## config.mk

```make
export PLATFORM = sky130hd
export DESIGN_NAME = dem_exec_monitor
export DESIGN_NICKNAME = d
export VERILOG_FILES = /design/src/dem_pkg.sv /design/src/dem_exec_monitor.sv /design/src/dem_frame_group.sv /design/src/dem_step_timer.sv
export VERILOG_INCLUDE_DIRS = /design/src /design/src/src
export SDC_FILE = /design/constraint.sdc
export NUM_CORES = 1
export LEC_CHECK = 0
export BUFFER_PORTS_ARGS = -buffer_cell sky130_fd_sc_hd__buf_2
export CORE_MARGIN = 2
export CORE_UTILIZATION = 55
export CTS_BUF_LIST = sky130_fd_sc_hd__clkbuf_4 sky130_fd_sc_hd__clkbuf_8
export DETAILED_ROUTE_END_ITERATION = 10
export PLACE_DENSITY = 0.79
export SYNTH_ARGS = -nofsm -noshare
export SYNTH_HDL_FRONTEND = slang
export SYNTH_SLANG_ARGS = --single-unit
```

## constraint.sdc

```tcl
create_clock -name core_clk -period 19.5 [get_ports core_clk]
set_input_delay 0.975 -clock core_clk [delete_from_list [all_inputs] [get_ports core_clk]]
set_output_delay 0.975 -clock core_clk [all_outputs]
set_load 0.05 [all_outputs]
```

## src/dem_map.svh

```systemverilog
// Purpose: register offsets, field positions and reset values of the execution monitor
// Assumes: included by its bare name from the package
// Notes:   offsets are the word addresses seen on the register port
`ifndef DEM_MAP_SVH
`define DEM_MAP_SVH

// register offsets
`define DEM_OFS_CAP_LO     16'hf433
`define DEM_OFS_CAP_HI     16'hf434
`define DEM_OFS_WD_START   16'hf443
`define DEM_OFS_WD_STEP    16'hf444
`define DEM_OFS_GRP_EN     16'hf450
`define DEM_OFS_GRP_LEN    16'hf451
`define DEM_OFS_IP_HIGH    16'hf460
`define DEM_OFS_IP_LOW     16'hf461
`define DEM_OFS_IP_FREEZE  16'hf462
`define DEM_OFS_IRQ_STATUS 16'hf470
`define DEM_OFS_IRQ_CLEAR  16'hf471
`define DEM_OFS_IRQ_ENABLE 16'hf472

// widths and field positions
`define DEM_DATA_W         16
`define DEM_INSTR_W        32
`define DEM_IP_W           24
`define DEM_WD_W           13
`define DEM_WD_MSB         12
`define DEM_STEP_MSB       3
`define DEM_STEP_CODE_W    4
`define DEM_STEP_MAX_CODE  4'hb
`define DEM_STEP_BASE      64
`define DEM_GRP_EN_BIT     0
`define DEM_FREEZE_BIT     0
`define DEM_IP_HIGH_MSB    7
`define DEM_PANIC_WD_BIT   12

// interrupt status layout
`define DEM_ST_W           3
`define DEM_ST_TIMEOUT     0
`define DEM_ST_GROUP       1
`define DEM_ST_SWERR       2

// reset values
`define DEM_REG_RESET      16'h0000
`define DEM_IP_RESET       24'h00_0000
`define DEM_WD_RESET       13'h0000
`define DEM_ST_RESET       3'h0

`endif

```

## src/dem_pkg.sv

```systemverilog
// Purpose: shared types of the execution monitor
// Assumes: dem_map.svh holds every number except the timeout state encodings defined here
// Notes:   bus request and core events travel as packed structs
package dem_pkg;
  `include "dem_map.svh"

  typedef enum logic [2:0] {
    DEM_WD_IDLE    = 3'h1,
    DEM_WD_RUN     = 3'h2,
    DEM_WD_EXPIRED = 3'h4
  } dem_wd_state_t;

  typedef struct packed {
    logic [`DEM_DATA_W-1:0] addr;
    logic [`DEM_DATA_W-1:0] wdata;
    logic                   wr;
    logic                   rd;
  } dem_bus_req_t;

  typedef struct packed {
    logic                    sw_error;
    logic [`DEM_INSTR_W-1:0] instr;
    logic                    frame_start;
    logic                    wd_reload;
    logic                    ip_update;
    logic [`DEM_IP_W-1:0]    ip_next;
  } dem_core_evt_t;

  typedef struct packed {
    logic [`DEM_DATA_W-1:0] cap_lo;
    logic [`DEM_DATA_W-1:0] cap_hi;
    logic [`DEM_DATA_W-1:0] wd_start;
    logic [`DEM_DATA_W-1:0] wd_step;
    logic [`DEM_DATA_W-1:0] grp_en;
    logic [`DEM_DATA_W-1:0] grp_len;
    logic [`DEM_DATA_W-1:0] freeze;
    logic [`DEM_IP_W-1:0]   ip;
    logic [`DEM_WD_W-1:0]   wd_cnt;
    dem_wd_state_t          wd_state;
    logic                   wd_err;
    logic [`DEM_DATA_W-1:0] panic_code;
    logic [`DEM_ST_W-1:0]   status;
    logic [`DEM_ST_W-1:0]   irq_en;
    logic                   irq;
    logic                   peak_clr;
    logic [`DEM_DATA_W-1:0] rdata;
  } dem_top_state_t;
endpackage

```

## src/dem_exec_monitor.sv

```systemverilog
// Purpose: execution monitor beside the audio core: capture, timeout, block count, pointer
// Assumes: every input is synchronous to core_clk
// Notes:   register port answers reads one cycle later, never stalls
//
// The implementer's own choice: strobed register access.
`timescale 1ns/1ps
`default_nettype none
module dem_exec_monitor
  import dem_pkg::*;
#(
  parameter int STEP_BASE_CYCLES = `DEM_STEP_BASE
) (
  // clock and reset
  input  wire logic                   core_clk,
  input  wire logic                   rst,
  // register port
  input  wire dem_bus_req_t           bus_req,
  output logic [`DEM_DATA_W-1:0]      bus_rdata,
  // core events
  input  wire dem_core_evt_t          core_evt,
  // instruction pointer toward the core
  output logic [`DEM_IP_W-1:0]        ip_value,
  // panic manager and peak tracker
  output logic                        timeout_err,
  output logic [`DEM_DATA_W-1:0]      timeout_panic_code,
  output logic                        peak_length_clear,
  // block event toward the core
  output logic                        block_irq,
  // interrupt line
  output logic                        irq
);
  if (STEP_BASE_CYCLES < 2) begin : g_chk
    $error("STEP_BASE_CYCLES must be at least 2");
  end

  dem_top_state_t st_q;
  dem_top_state_t st_d;
  logic           step_tick;
  logic           grp_irq;
  logic           wd_evt;
  logic           restart;
  logic [`DEM_ST_W-1:0] events;

  function automatic logic wr_hit(input dem_bus_req_t r, input logic [`DEM_DATA_W-1:0] ofs);
    wr_hit = r.wr && (r.addr == ofs);
  endfunction

  ////////////////////////////////////////////////////////////////////////////
  // pacing and block counting

  assign restart = core_evt.wd_reload;

  dem_step_timer #(
    .BASE_CYCLES (STEP_BASE_CYCLES)
  ) u_step (
    .core_clk (core_clk),
    .rst      (rst),
    .code     (st_q.wd_step[`DEM_STEP_MSB:0]),
    .restart  (restart),
    .tick     (step_tick)
  );

  dem_frame_group u_group (
    .core_clk    (core_clk),
    .rst         (rst),
    .frame_start (core_evt.frame_start),
    .length      (st_q.grp_len),
    .enable      (st_q.grp_en[`DEM_GRP_EN_BIT]),
    .group_irq   (grp_irq)
  );

  ////////////////////////////////////////////////////////////////////////////
  // next state

  always_comb begin
    st_d = st_q;
    wd_evt = 1'b0;

    // software writes to plain registers
    if (wr_hit(bus_req, `DEM_OFS_CAP_LO)) begin
      st_d.cap_lo = bus_req.wdata;
    end
    if (wr_hit(bus_req, `DEM_OFS_CAP_HI)) begin
      st_d.cap_hi = bus_req.wdata;
    end
    if (wr_hit(bus_req, `DEM_OFS_WD_START)) begin
      st_d.wd_start = bus_req.wdata;
    end
    if (wr_hit(bus_req, `DEM_OFS_WD_STEP)) begin
      st_d.wd_step = bus_req.wdata;
    end
    if (wr_hit(bus_req, `DEM_OFS_GRP_EN)) begin
      st_d.grp_en = bus_req.wdata;
    end
    if (wr_hit(bus_req, `DEM_OFS_GRP_LEN)) begin
      st_d.grp_len = bus_req.wdata;
    end
    if (wr_hit(bus_req, `DEM_OFS_IP_FREEZE)) begin
      st_d.freeze = bus_req.wdata;
    end
    if (wr_hit(bus_req, `DEM_OFS_IRQ_ENABLE)) begin
      st_d.irq_en = bus_req.wdata[`DEM_ST_W-1:0];
    end

    // capture wins over a write in the same cycle
    if (core_evt.sw_error) begin
      st_d.cap_lo = core_evt.instr[`DEM_DATA_W-1:0];
      st_d.cap_hi = core_evt.instr[`DEM_INSTR_W-1:`DEM_DATA_W];
    end

    // timeout down-count; idle until the core first signals wd_reload,
    // so a zero start value after reset does not fire on its own
    if (restart) begin
      st_d.wd_cnt = st_q.wd_start[`DEM_WD_MSB:0];
      st_d.wd_state = DEM_WD_RUN;
    end else begin
      unique case (st_q.wd_state)
        DEM_WD_IDLE: begin
          st_d.wd_state = DEM_WD_IDLE;
        end
        DEM_WD_RUN: begin
          if (st_q.wd_cnt == `DEM_WD_RESET) begin
            st_d.wd_state = DEM_WD_EXPIRED;
            wd_evt = 1'b1;
          end else if (step_tick) begin
            st_d.wd_cnt = st_q.wd_cnt - 1'b1;
          end
        end
        DEM_WD_EXPIRED: begin
          st_d.wd_state = DEM_WD_EXPIRED;
        end
        default: begin
          st_d.wd_state = DEM_WD_IDLE;
        end
      endcase
    end
    st_d.wd_err = wd_evt;
    st_d.panic_code = wd_evt ? (`DEM_REG_RESET | (16'h0001 << `DEM_PANIC_WD_BIT)) : `DEM_REG_RESET;

    // instruction pointer
    if (st_q.freeze[`DEM_FREEZE_BIT]) begin
      st_d.ip = `DEM_IP_RESET;
    end else if (core_evt.ip_update) begin
      st_d.ip = core_evt.ip_next;
    end
    // falling edge of the written freeze bit
    st_d.peak_clr = st_q.freeze[`DEM_FREEZE_BIT] & ~st_d.freeze[`DEM_FREEZE_BIT];

    // sticky status, a new event beats a clear in the same cycle
    events = '0;
    events[`DEM_ST_TIMEOUT] = wd_evt;
    events[`DEM_ST_GROUP] = grp_irq;
    events[`DEM_ST_SWERR] = core_evt.sw_error;
    st_d.status = st_q.status;
    if (wr_hit(bus_req, `DEM_OFS_IRQ_CLEAR)) begin
      st_d.status = st_q.status & ~bus_req.wdata[`DEM_ST_W-1:0];
    end
    st_d.status = st_d.status | events;
    st_d.irq = |(st_d.status & st_d.irq_en);

    // read data only in the cycle after the strobe
    st_d.rdata = `DEM_REG_RESET;
    if (bus_req.rd) begin
      unique case (bus_req.addr)
        `DEM_OFS_CAP_LO:     st_d.rdata = st_q.cap_lo;
        `DEM_OFS_CAP_HI:     st_d.rdata = st_q.cap_hi;
        `DEM_OFS_WD_START:   st_d.rdata = st_q.wd_start;
        `DEM_OFS_WD_STEP:    st_d.rdata = st_q.wd_step;
        `DEM_OFS_GRP_EN:     st_d.rdata = st_q.grp_en;
        `DEM_OFS_GRP_LEN:    st_d.rdata = st_q.grp_len;
        `DEM_OFS_IP_HIGH:    st_d.rdata = {8'h00, st_q.ip[`DEM_IP_W-1:`DEM_DATA_W]};
        `DEM_OFS_IP_LOW:     st_d.rdata = st_q.ip[`DEM_DATA_W-1:0];
        `DEM_OFS_IP_FREEZE:  st_d.rdata = st_q.freeze;
        `DEM_OFS_IRQ_STATUS: st_d.rdata = {13'h0000, st_q.status};
        `DEM_OFS_IRQ_ENABLE: st_d.rdata = {13'h0000, st_q.irq_en};
        default:             st_d.rdata = `DEM_REG_RESET;
      endcase
    end
  end

  ////////////////////////////////////////////////////////////////////////////
  // state register

  always_ff @(posedge core_clk or posedge rst) begin
    if (rst) begin
      st_q <= '{
        cap_lo:     `DEM_REG_RESET,
        cap_hi:     `DEM_REG_RESET,
        wd_start:   `DEM_REG_RESET,
        wd_step:    `DEM_REG_RESET,
        grp_en:     `DEM_REG_RESET,
        grp_len:    `DEM_REG_RESET,
        freeze:     `DEM_REG_RESET,
        ip:         `DEM_IP_RESET,
        wd_cnt:     `DEM_WD_RESET,
        wd_state:   DEM_WD_IDLE,
        wd_err:     1'b0,
        panic_code: `DEM_REG_RESET,
        status:     `DEM_ST_RESET,
        irq_en:     `DEM_ST_RESET,
        irq:        1'b0,
        peak_clr:   1'b0,
        rdata:      `DEM_REG_RESET
      };
    end else begin
      st_q <= st_d;
    end
  end

  ////////////////////////////////////////////////////////////////////////////
  // outputs

  assign bus_rdata          = st_q.rdata;
  assign ip_value           = st_q.ip;
  assign timeout_err        = st_q.wd_err;
  assign timeout_panic_code = st_q.panic_code;
  assign peak_length_clear  = st_q.peak_clr;
  assign block_irq          = grp_irq;
  assign irq                = st_q.irq;
endmodule
`default_nettype wire

```

## src/dem_frame_group.sv

```systemverilog
// Purpose: counts audio frame starts and flags the end of each block
// Assumes: frame_start is a one-cycle pulse on core_clk
// Notes:   counter keeps running while disabled, only the flag is gated
`timescale 1ns/1ps
`default_nettype none
module dem_frame_group
  import dem_pkg::*;
(
  // clock and reset
  input  wire logic                   core_clk,
  input  wire logic                   rst,
  // frame input and settings
  input  wire logic                   frame_start,
  input  wire logic [`DEM_DATA_W-1:0] length,
  input  wire logic                   enable,
  // block event
  output logic                        group_irq
);
  typedef struct packed {
    logic [`DEM_DATA_W-1:0] cnt;
    logic                   irq;
  } dem_grp_state_t;

  dem_grp_state_t st_q;
  dem_grp_state_t st_d;
  logic [`DEM_DATA_W-1:0] nxt;

  always_comb begin
    st_d = st_q;
    st_d.irq = 1'b0;
    nxt = st_q.cnt + 1'b1;
    if (frame_start) begin
      if (nxt == length) begin
        st_d.cnt = '0;
        st_d.irq = enable;
      end else begin
        st_d.cnt = nxt;
      end
    end
  end

  always_ff @(posedge core_clk or posedge rst) begin
    if (rst) begin
      st_q <= '0;
    end else begin
      st_q <= st_d;
    end
  end

  assign group_irq = st_q.irq;
endmodule
`default_nettype wire

```

## src/dem_step_timer.sv

```systemverilog
// Purpose: prescaler that paces the timeout down-count
// Assumes: code and restart come from logic on core_clk
// Notes:   period is base << code, codes above the top one clamp to it
`timescale 1ns/1ps
`default_nettype none
module dem_step_timer
  import dem_pkg::*;
#(
  parameter int BASE_CYCLES = `DEM_STEP_BASE
) (
  // clock and reset
  input  wire logic                        core_clk,
  input  wire logic                        rst,
  // control
  input  wire logic [`DEM_STEP_CODE_W-1:0] code,
  input  wire logic                        restart,
  // step pulse
  output logic                             tick
);
  localparam int CNT_W = $clog2(BASE_CYCLES) + 12;

  if (BASE_CYCLES < 2 || (BASE_CYCLES & (BASE_CYCLES - 1)) != 0) begin : g_chk
    $error("BASE_CYCLES must be a power of two of at least 2");
  end

  typedef struct packed {
    logic [CNT_W-1:0] cnt;
    logic             tick;
  } dem_step_state_t;

  dem_step_state_t st_q;
  dem_step_state_t st_d;
  logic [`DEM_STEP_CODE_W-1:0] code_eff;
  logic [CNT_W-1:0]            last;

  always_comb begin
    // undefined codes behave as the slowest one
    code_eff = (code > `DEM_STEP_MAX_CODE) ? `DEM_STEP_MAX_CODE : code;
    last = CNT_W'((BASE_CYCLES << code_eff) - 1);
    st_d = st_q;
    st_d.tick = 1'b0;
    if (restart) begin
      st_d.cnt = '0;
    end else if (st_q.cnt >= last) begin
      st_d.cnt = '0;
      st_d.tick = 1'b1;
    end else begin
      st_d.cnt = st_q.cnt + 1'b1;
    end
  end

  always_ff @(posedge core_clk or posedge rst) begin
    if (rst) begin
      st_q <= '0;
    end else begin
      st_q <= st_d;
    end
  end

  assign tick = st_q.tick;
endmodule
`default_nettype wire

```

==> out/results.txt, run 1 <==
status: finished, final reports clean
All-Layer GR Usage: 0.261
routability cong.: 0.872
clk_skew: 0.0368 ns
Crit. End Element: register
CP Cell Sequence: ha_1 > nand3_2 > nor4_1 > nor3b_1 > o22ai_1 > nor4_4 > nor2_2 > mux2_2
PnR worst setup slack: 15.87 ns
Vias: 8,524
Top Ports: 156
CP required: 19.92 ns
Synth Instances: 1,041
unrepaired setup endpoints after global routing: false
DR vias/cell: 6.07
Storage cell area: 0.00533 mm2
largest net degree at the start of global routing: 143
row count: 51
fraction of layout instances using a drive strength above 1: 0.272
DRC errors left: 0
total CTS buffers: 36
Final setup viols: 0
die width: 146 um
classification of the worst setup path: register to register
Syn-to-layout area delta: 10.6%
CP delay by family, top: simple AND/OR/NAND/NOR gates
root buf cell: clkbuf_8
Die ar.: 0.0213 mm2
Sink Count: 213
Max Freq: 275 MHz
post-layout min period: 3.63 ns
Worst Setup SP: u_group.st_q[1]
vias in the first global route: 8,389
fillers: 1,609
syn_area_per_cell: 10.7 um2
fin crit share: 0.186
worst vdd ir: 51.8 uV
Synth Flop Type: dfrtp_1
Yosys reg bits: 213
Async SR Flop Fraction: 1.00
TritonCTS clock tree: built
worst hold margin: 0.496 ns
final WL: 28,100 um
CP max stage delay: 0.85 ns
Netlist Area Pre-Place: 0.0111 mm2
H-tree lvl count: 2
hold_sp: u_step.st_q[1]
Port Buffers: 140
crit-path max FO: 18
Final ANT Viol Nets: 0
Seq/Total Area, Yosys: 0.480
Initial Util: 0.565
power density over the cells: 81.5 mW/mm2
Slew Limit Fails: 0
type of origin of the critical path: register
arrival time at the worst endpoint: 4.05 ns
first-pass GRT wire length: 44,800 um
worst min path class: register to register
Yosys warnings: 0
flop-to-flop setup slack: 15.87 ns
Static Leakage: 0.00601 uW
Reg clk slew, reported paths: 0.06 ns
per-cell routed wire length: 20.0 um
initial antenna violation count: 1
Worst-Skew Late Latency: 0.54 ns
Slew HR: 0.245
DP Worst Slack: 15.63 ns
area of the multi-input gates: 0.00507 mm2
Post-CTS Setup Repair Bufs: 0
post-DP HPWL: 19,600 um
Remaining Overflow, GRT: 0
Iter 0 DRT Violations: 965
final setup TNS: 0 ns
hold_buf cts: 0
Reg2Reg Launch Point: u_group.st_q[1]
core area: 0.0197 mm2
final instance area: 0.0123 mm2
Slowest cell on crit path: nor4_4
max cap viols: 0
buffer and inverter count on the worst path: 0
cts repair resizes: 0
Pre-antenna DRT Iters: 9
DP Area: 0.0115 mm2
final hold vios: 0
Post-synth EDFFs: 0
Final nets: 1,227
Chip Height: 146 um
Synth cell types: 70
Longest Clk Path Bufs: 3
worst slew pin tran: 1.12 ns
-- layout by cell type (no fill, tap or decap), types with 8 or more instances in the layout --
cell	instances
a22o_1	15
nor4_1	12
nand2b_1	8
clkbuf_4	13
mux2_2	86
xnor2_1	21
a31oi_1	14
nand3_1	16
nand2_1	83
buf_2	140
mux2i_1	62
o21ai_1	10
dfrtp_1	212
inv_1	16
nand4_1	14
clkbuf_8	45
nor2_1	69
xor2_1	27
o21ai_0	67
a222oi_1	29
nor3_1	17
conb_1	16
a21oi_1	11
and3_1	8
a22oi_1	13
ha_1	16
-- path summary, 6_finish.rpt --
kind,to,depth (start not counted)
min in group asynchronous,u_step.st_q[7],2
setup / recovery,u_group.st_q[1],8
hold reg to reg,u_step.st_q[1],1
setup reg to reg,u_group.st_q[1],8
max in group asynchronous,st_q[82],3
hold / removal,u_step.st_q[1],1
-- registers in the layout, summed over array words and instances (netlist names) --
signal,flops
st_q,134
ip_value,24
u_step.st_q,18
bus_rdata,16
u_group.st_q,16
irq,1
peak_length_clear,1
timeout_panic_code,1
u_group.group_irq,1
u_step.tick,1
-- synth_stat cells (3+ instances only) --
master | n | share of area
nor4b_1 | 4 | 0.0032
nor2_1 | 69 | 0.023
o21ai_0 | 67 | 0.030
a222oi_1 | 29 | 0.026
nand2_2 | 3 | 0.0017
mux2i_1 | 62 | 0.056
a22oi_1 | 13 | 0.0088
a21o_1 | 5 | 0.0034
clkbuf_1 | 46 | 0.016
inv_1 | 17 | 0.0057
ha_1 | 16 | 0.018
nand3b_1 | 6 | 0.0041
xor2_1 | 27 | 0.021
a21oi_1 | 11 | 0.0050
xnor2_1 | 21 | 0.017
nor4_1 | 13 | 0.0073
buf_2 | 14 | 0.0063
nor2b_1 | 7 | 0.0039
buf_4 | 59 | 0.040
nor2_2 | 3 | 0.0017
and3_1 | 8 | 0.0045
or3_1 | 4 | 0.0023
nor3_1 | 17 | 0.0077
o21ai_1 | 10 | 0.0045
nor3b_1 | 4 | 0.0027
nand3_1 | 16 | 0.0072
a31oi_1 | 14 | 0.0079
nand4b_1 | 5 | 0.0039
o21a_1 | 4 | 0.0027
nand2_1 | 83 | 0.028
mux2_2 | 86 | 0.087
dfrtp_1 | 212 | 0.48
nand2b_1 | 8 | 0.0045
nand4_1 | 14 | 0.0079
a22o_1 | 15 | 0.012
-- power breakdown --
part	switching, uW	internal, uW
clock	179	233
combinational	73.9	35.0
sequential	21.1	459
total	274	728
-- layout make-up --
type / instances / area share
multi-input cells: 704 / 0.413
well taps: 265 / 0.0270
diodes: 1 / 0.000204
inverters: 17 / 0.00581
flip-flops and latches: 213 / 0.434
clock inverters: 4 / 0.00285
repair buffers: 143 / 0.0589
clock buffers: 58 / 0.0584
-- per-layer routing --
layer,vias to the layer above,routed length [um],global-route usage
li1,3854,-,-
met3,61,2160,0.0525
met1,4217,12000,0.361
met4,0,770,0.0908
met2,392,13200,0.415
met5,-,0,0
-- cell families (layout without fill, tap and decap cells) --
group,Yosys count,count (layout),synth area share
xor gates and xnor gates,48,48,0.0379
muxes,150,150,0.145
DFF,213,213,0.480
buffers and inverters,138,222,0.0688
and+or+nand+nor,283,283,0.131
other,2,17,0.000676
AOI/OAI and AO/OA,191,191,0.118
adders and majority gates,16,16,0.0180
-- through the flow --
step	utilization	total power, uW	cells
after floorplan	-	574	1055
after global placement	0.587	593	1342
after detailed placement	0.587	596	1342
after CTS	0.625	1010	1404
after global routing	0.625	1040	1405
final	0.625	1000	1405
No activity file was read; power rests on OpenSTA's default activity.
==> inputs of run 2 (changes only) <==
--- a/config.mk
+++ b/config.mk
@@ -8,10 +8,10 @@
 export LEC_CHECK = 0
 export BUFFER_PORTS_ARGS = -buffer_cell sky130_fd_sc_hd__buf_2
 export CORE_MARGIN = 2
-export CORE_UTILIZATION = 55
+export CORE_UTILIZATION = 54
 export CTS_BUF_LIST = sky130_fd_sc_hd__clkbuf_4 sky130_fd_sc_hd__clkbuf_8
 export DETAILED_ROUTE_END_ITERATION = 10
-export PLACE_DENSITY = 0.79
+export PLACE_DENSITY = 0.81
 export SYNTH_ARGS = -nofsm -noshare
 export SYNTH_HDL_FRONTEND = slang
 export SYNTH_SLANG_ARGS = --single-unit
==> constraint.sdc (replaced) <==
create_clock -name core_clk -period 3.3 [get_ports core_clk]
set_input_delay 0.165 -clock core_clk [delete_from_list [all_inputs] [get_ports core_clk]]
set_output_delay 0.165 -clock core_clk [all_outputs]
set_load 0.05 [all_outputs]
==> out/results.txt, run 2 (same netlist as run 1, synthesis figures left out) <==
status: finished, final reports clean
final WL: 31,000 um (+11%)
fraction of layout instances using a drive strength above 1: 0.271 (-0.000996)
Internal: 4440 uW (+510%)
crit-path max FO: 10 (-8)
total power: 6110 uW (+510%)
Final setup viols: 0 (unchanged)
Remaining Overflow, GRT: 0 (unchanged)
TritonCTS clock tree: built
unrepaired setup endpoints after global routing: false
arrival time at the worst endpoint: 3.51 ns (-0.54 ns)
Max Freq: 324 MHz (+18%)
final setup TNS: 0 ns (unchanged)
post-layout util: 0.650 (+0.0255)
H-tree lvl count: 2 (unchanged)
fillers: 1,477 (-8.2%)
Pre-antenna DRT Iters: 7 (-2)
power density over the cells: 464 mW/mm2 (+470%)
largest net degree at the start of global routing: 72 (-50%)
vias in the first global route: 9,055 (+7.9%)
CP required: 3.72 ns (-16.20 ns)
Slew HR: 0.275 (+0.0301)
routability cong.: 0.973 (+12%)
PnR worst setup slack: 0.214 ns (-15.65 ns)
Port Buffers: 140 (unchanged)
R2R depth: 9 (+1)
row count: 52 (+2.0%)
switching pwr: 1670 uW (+510%)
DP Worst Slack: 0.236 ns (-15.39 ns)
DRC errors left: 0 (unchanged)
post-DP HPWL: 19,800 um (+1.0%)
first-pass GRT wire length: 48,900 um (+9.0%)
worst vdd ir: 352 uV (+580%)
hold-critical path depth: 2 (+1)
type of origin of the critical path: register
Initial Util: 0.549 (-0.0162)
CP Cell Sequence: ha_1 > nand3_2 > or4_4 > xnor2_1 > nand4_1 > nor4_4 > nor2_2 > buf_4 > a22o_1
root buf cell: clkbuf_8
Top Ports: 156 (unchanged)
Slew Limit Fails: 0 (unchanged)
Crit. End Element: register
Longest Clk Path Bufs: 3 (unchanged)
Largest Register: st_q
Static Leakage: 0.00640 uW (+6.6%)
leading cell type in the layout, fill and taps excluded: dfrtp_1
max cap viols: 0 (unchanged)
fin crit share: 0.935 (+0.749)
Reg clk slew, reported paths: 0.06 ns (about the same)
Final ANT Viol Nets: 0 (unchanged)
Final nets: 1,313 (+7.0%)
post-layout min period: 3.09 ns (-0.546 ns)
Clk pwr share: 0.414 (+0.002)
DR vias/cell: 6.04 (-0.37%)
Sink Count: 213 (unchanged)
final hold vios: 0 (unchanged)
Storage cell area: 0.00533 mm2 (unchanged)
core area: 0.0202 mm2 (+3.0%)
CP max stage delay: 0.59 ns (-0.26 ns)
max reg flops: 134 (unchanged)
combinational fraction of design power: 0.121 (+0.012)
Worst-Skew Late Latency: 0.54 ns (about the same)
Post-CTS Setup Repair Bufs: 0 (unchanged)
Vias: 9,061 (+6.3%)
Chip Height: 147 um (+0.90%)
classification of the worst setup path: register to register
area of the multi-input gates: 0.00507 mm2 (about the same)
Die ar.: 0.0217 mm2 (+1.8%)
Iter 0 DRT Violations: 897 (-7.0%)
initial antenna violation count: 2 (+1)
Slowest cell on crit path: or4_4
per-cell routed wire length: 20.7 um (+3.7%)
total CTS buffers: 37 (+2.8%)
clk_skew: 0.0214 ns (-0.0154 ns)
sw frac: 0.274 (+0.000682)
die width: 147 um (+0.90%)
most frequent cells in the layout: dfrtp_1, buf_2, mux2_2
Seq pwr share: 0.465 (-0.015)
Syn-to-layout area delta: 18.5%
All-Layer GR Usage: 0.285 (+0.0239)
worst min path class: input port to register
worst slew pin tran: 1.09 ns (-0.0364 ns)
==> run 2: critical path, delay by kind of cell, from the launching register on <==
family,cells,cell delay (ns)
AOI/OAI and AO/OA,1,0.21
adders and majority gates,1,0.32
buffers and inverters,1,0.21
xor gates and xnor gates,1,0.16
and+or+nand+nor,5,1.60
DFF,1,0.44
==> run 2: cell type report <==
| class | instances | share of cell area |
|---|---|---|
| Inverter | 17 | 0.00513 |
| Antenna cell | 1 | 0.000190 |
| Sequential cell | 213 | 0.405 |
| Multi-Input combinational cell | 704 | 0.385 |
| Tap cell | 270 | 0.0257 |
| Timing Repair Buffer | 228 | 0.119 |
| Clock buffer | 58 | 0.0540 |
| Clock inverter | 8 | 0.00570 |
==> run 2: final timing paths <==
path                       slack [ns]             from               end
min in group asynchronous        0.31              rst   u_step.st_q[17]
hold / removal                   0.04      bus_req[13]          st_q[92]
setup reg to reg                 0.21  u_group.st_q[1]  u_group.st_q[10]
max in group asynchronous        2.18              rst      ip_value[11]
hold reg to reg                  0.48   u_step.st_q[1]    u_step.st_q[1]
setup / recovery                 0.21  u_group.st_q[1]  u_group.st_q[10]
==> run 2: per-layer routing <==
layer  global-route usage  up-vias  wire length [um]
met2                0.467      476             15100
met3               0.0494      102              2580
li1                     -     4037                 -
met4                0.134        2              1160
met1                0.372     4444             12100
met5                    0        -                13
==> run 2: power groups by stage <==
stage / Sequential, uW / Combinational (uW) / Clock (uW)
3_5_place_dp: 2880 / 658 / 0
6_report: 2840 / 742 / 2530
3_3_place_gp: 2870 / 651 / 0
4_1_cts: 2830 / 722 / 2560
2_1_floorplan: 2810 / 584 / 0
5_1_grt: 2850 / 795 / 2700
==> run 2: metrics by stage <==
| stage | area (um2) | hold WS (ns) | instances |
|---|---|---|---|
| 5_1_grt | 13200 | 0.0202 | 1499 |
| 4_1_cts | 13200 | 0.00149 | 1498 |
| 3_3_place_gp | 11700 | 0.329 | 1366 |
| 2_1_floorplan | 11200 | 0.250 | 1055 |
| 3_5_place_dp | 11700 | 0.335 | 1366 |
| 6_report | 13200 | 0.0384 | 1499 |
==> run 2: what timing repair did <==
item / 4_1_cts / 5_1_grt
gates resized for setup: 0 / 1
hold endpoints to repair: 114 / 0
hold buffers: 66 / 0
endpoints found under the setup margin: 0 / 18
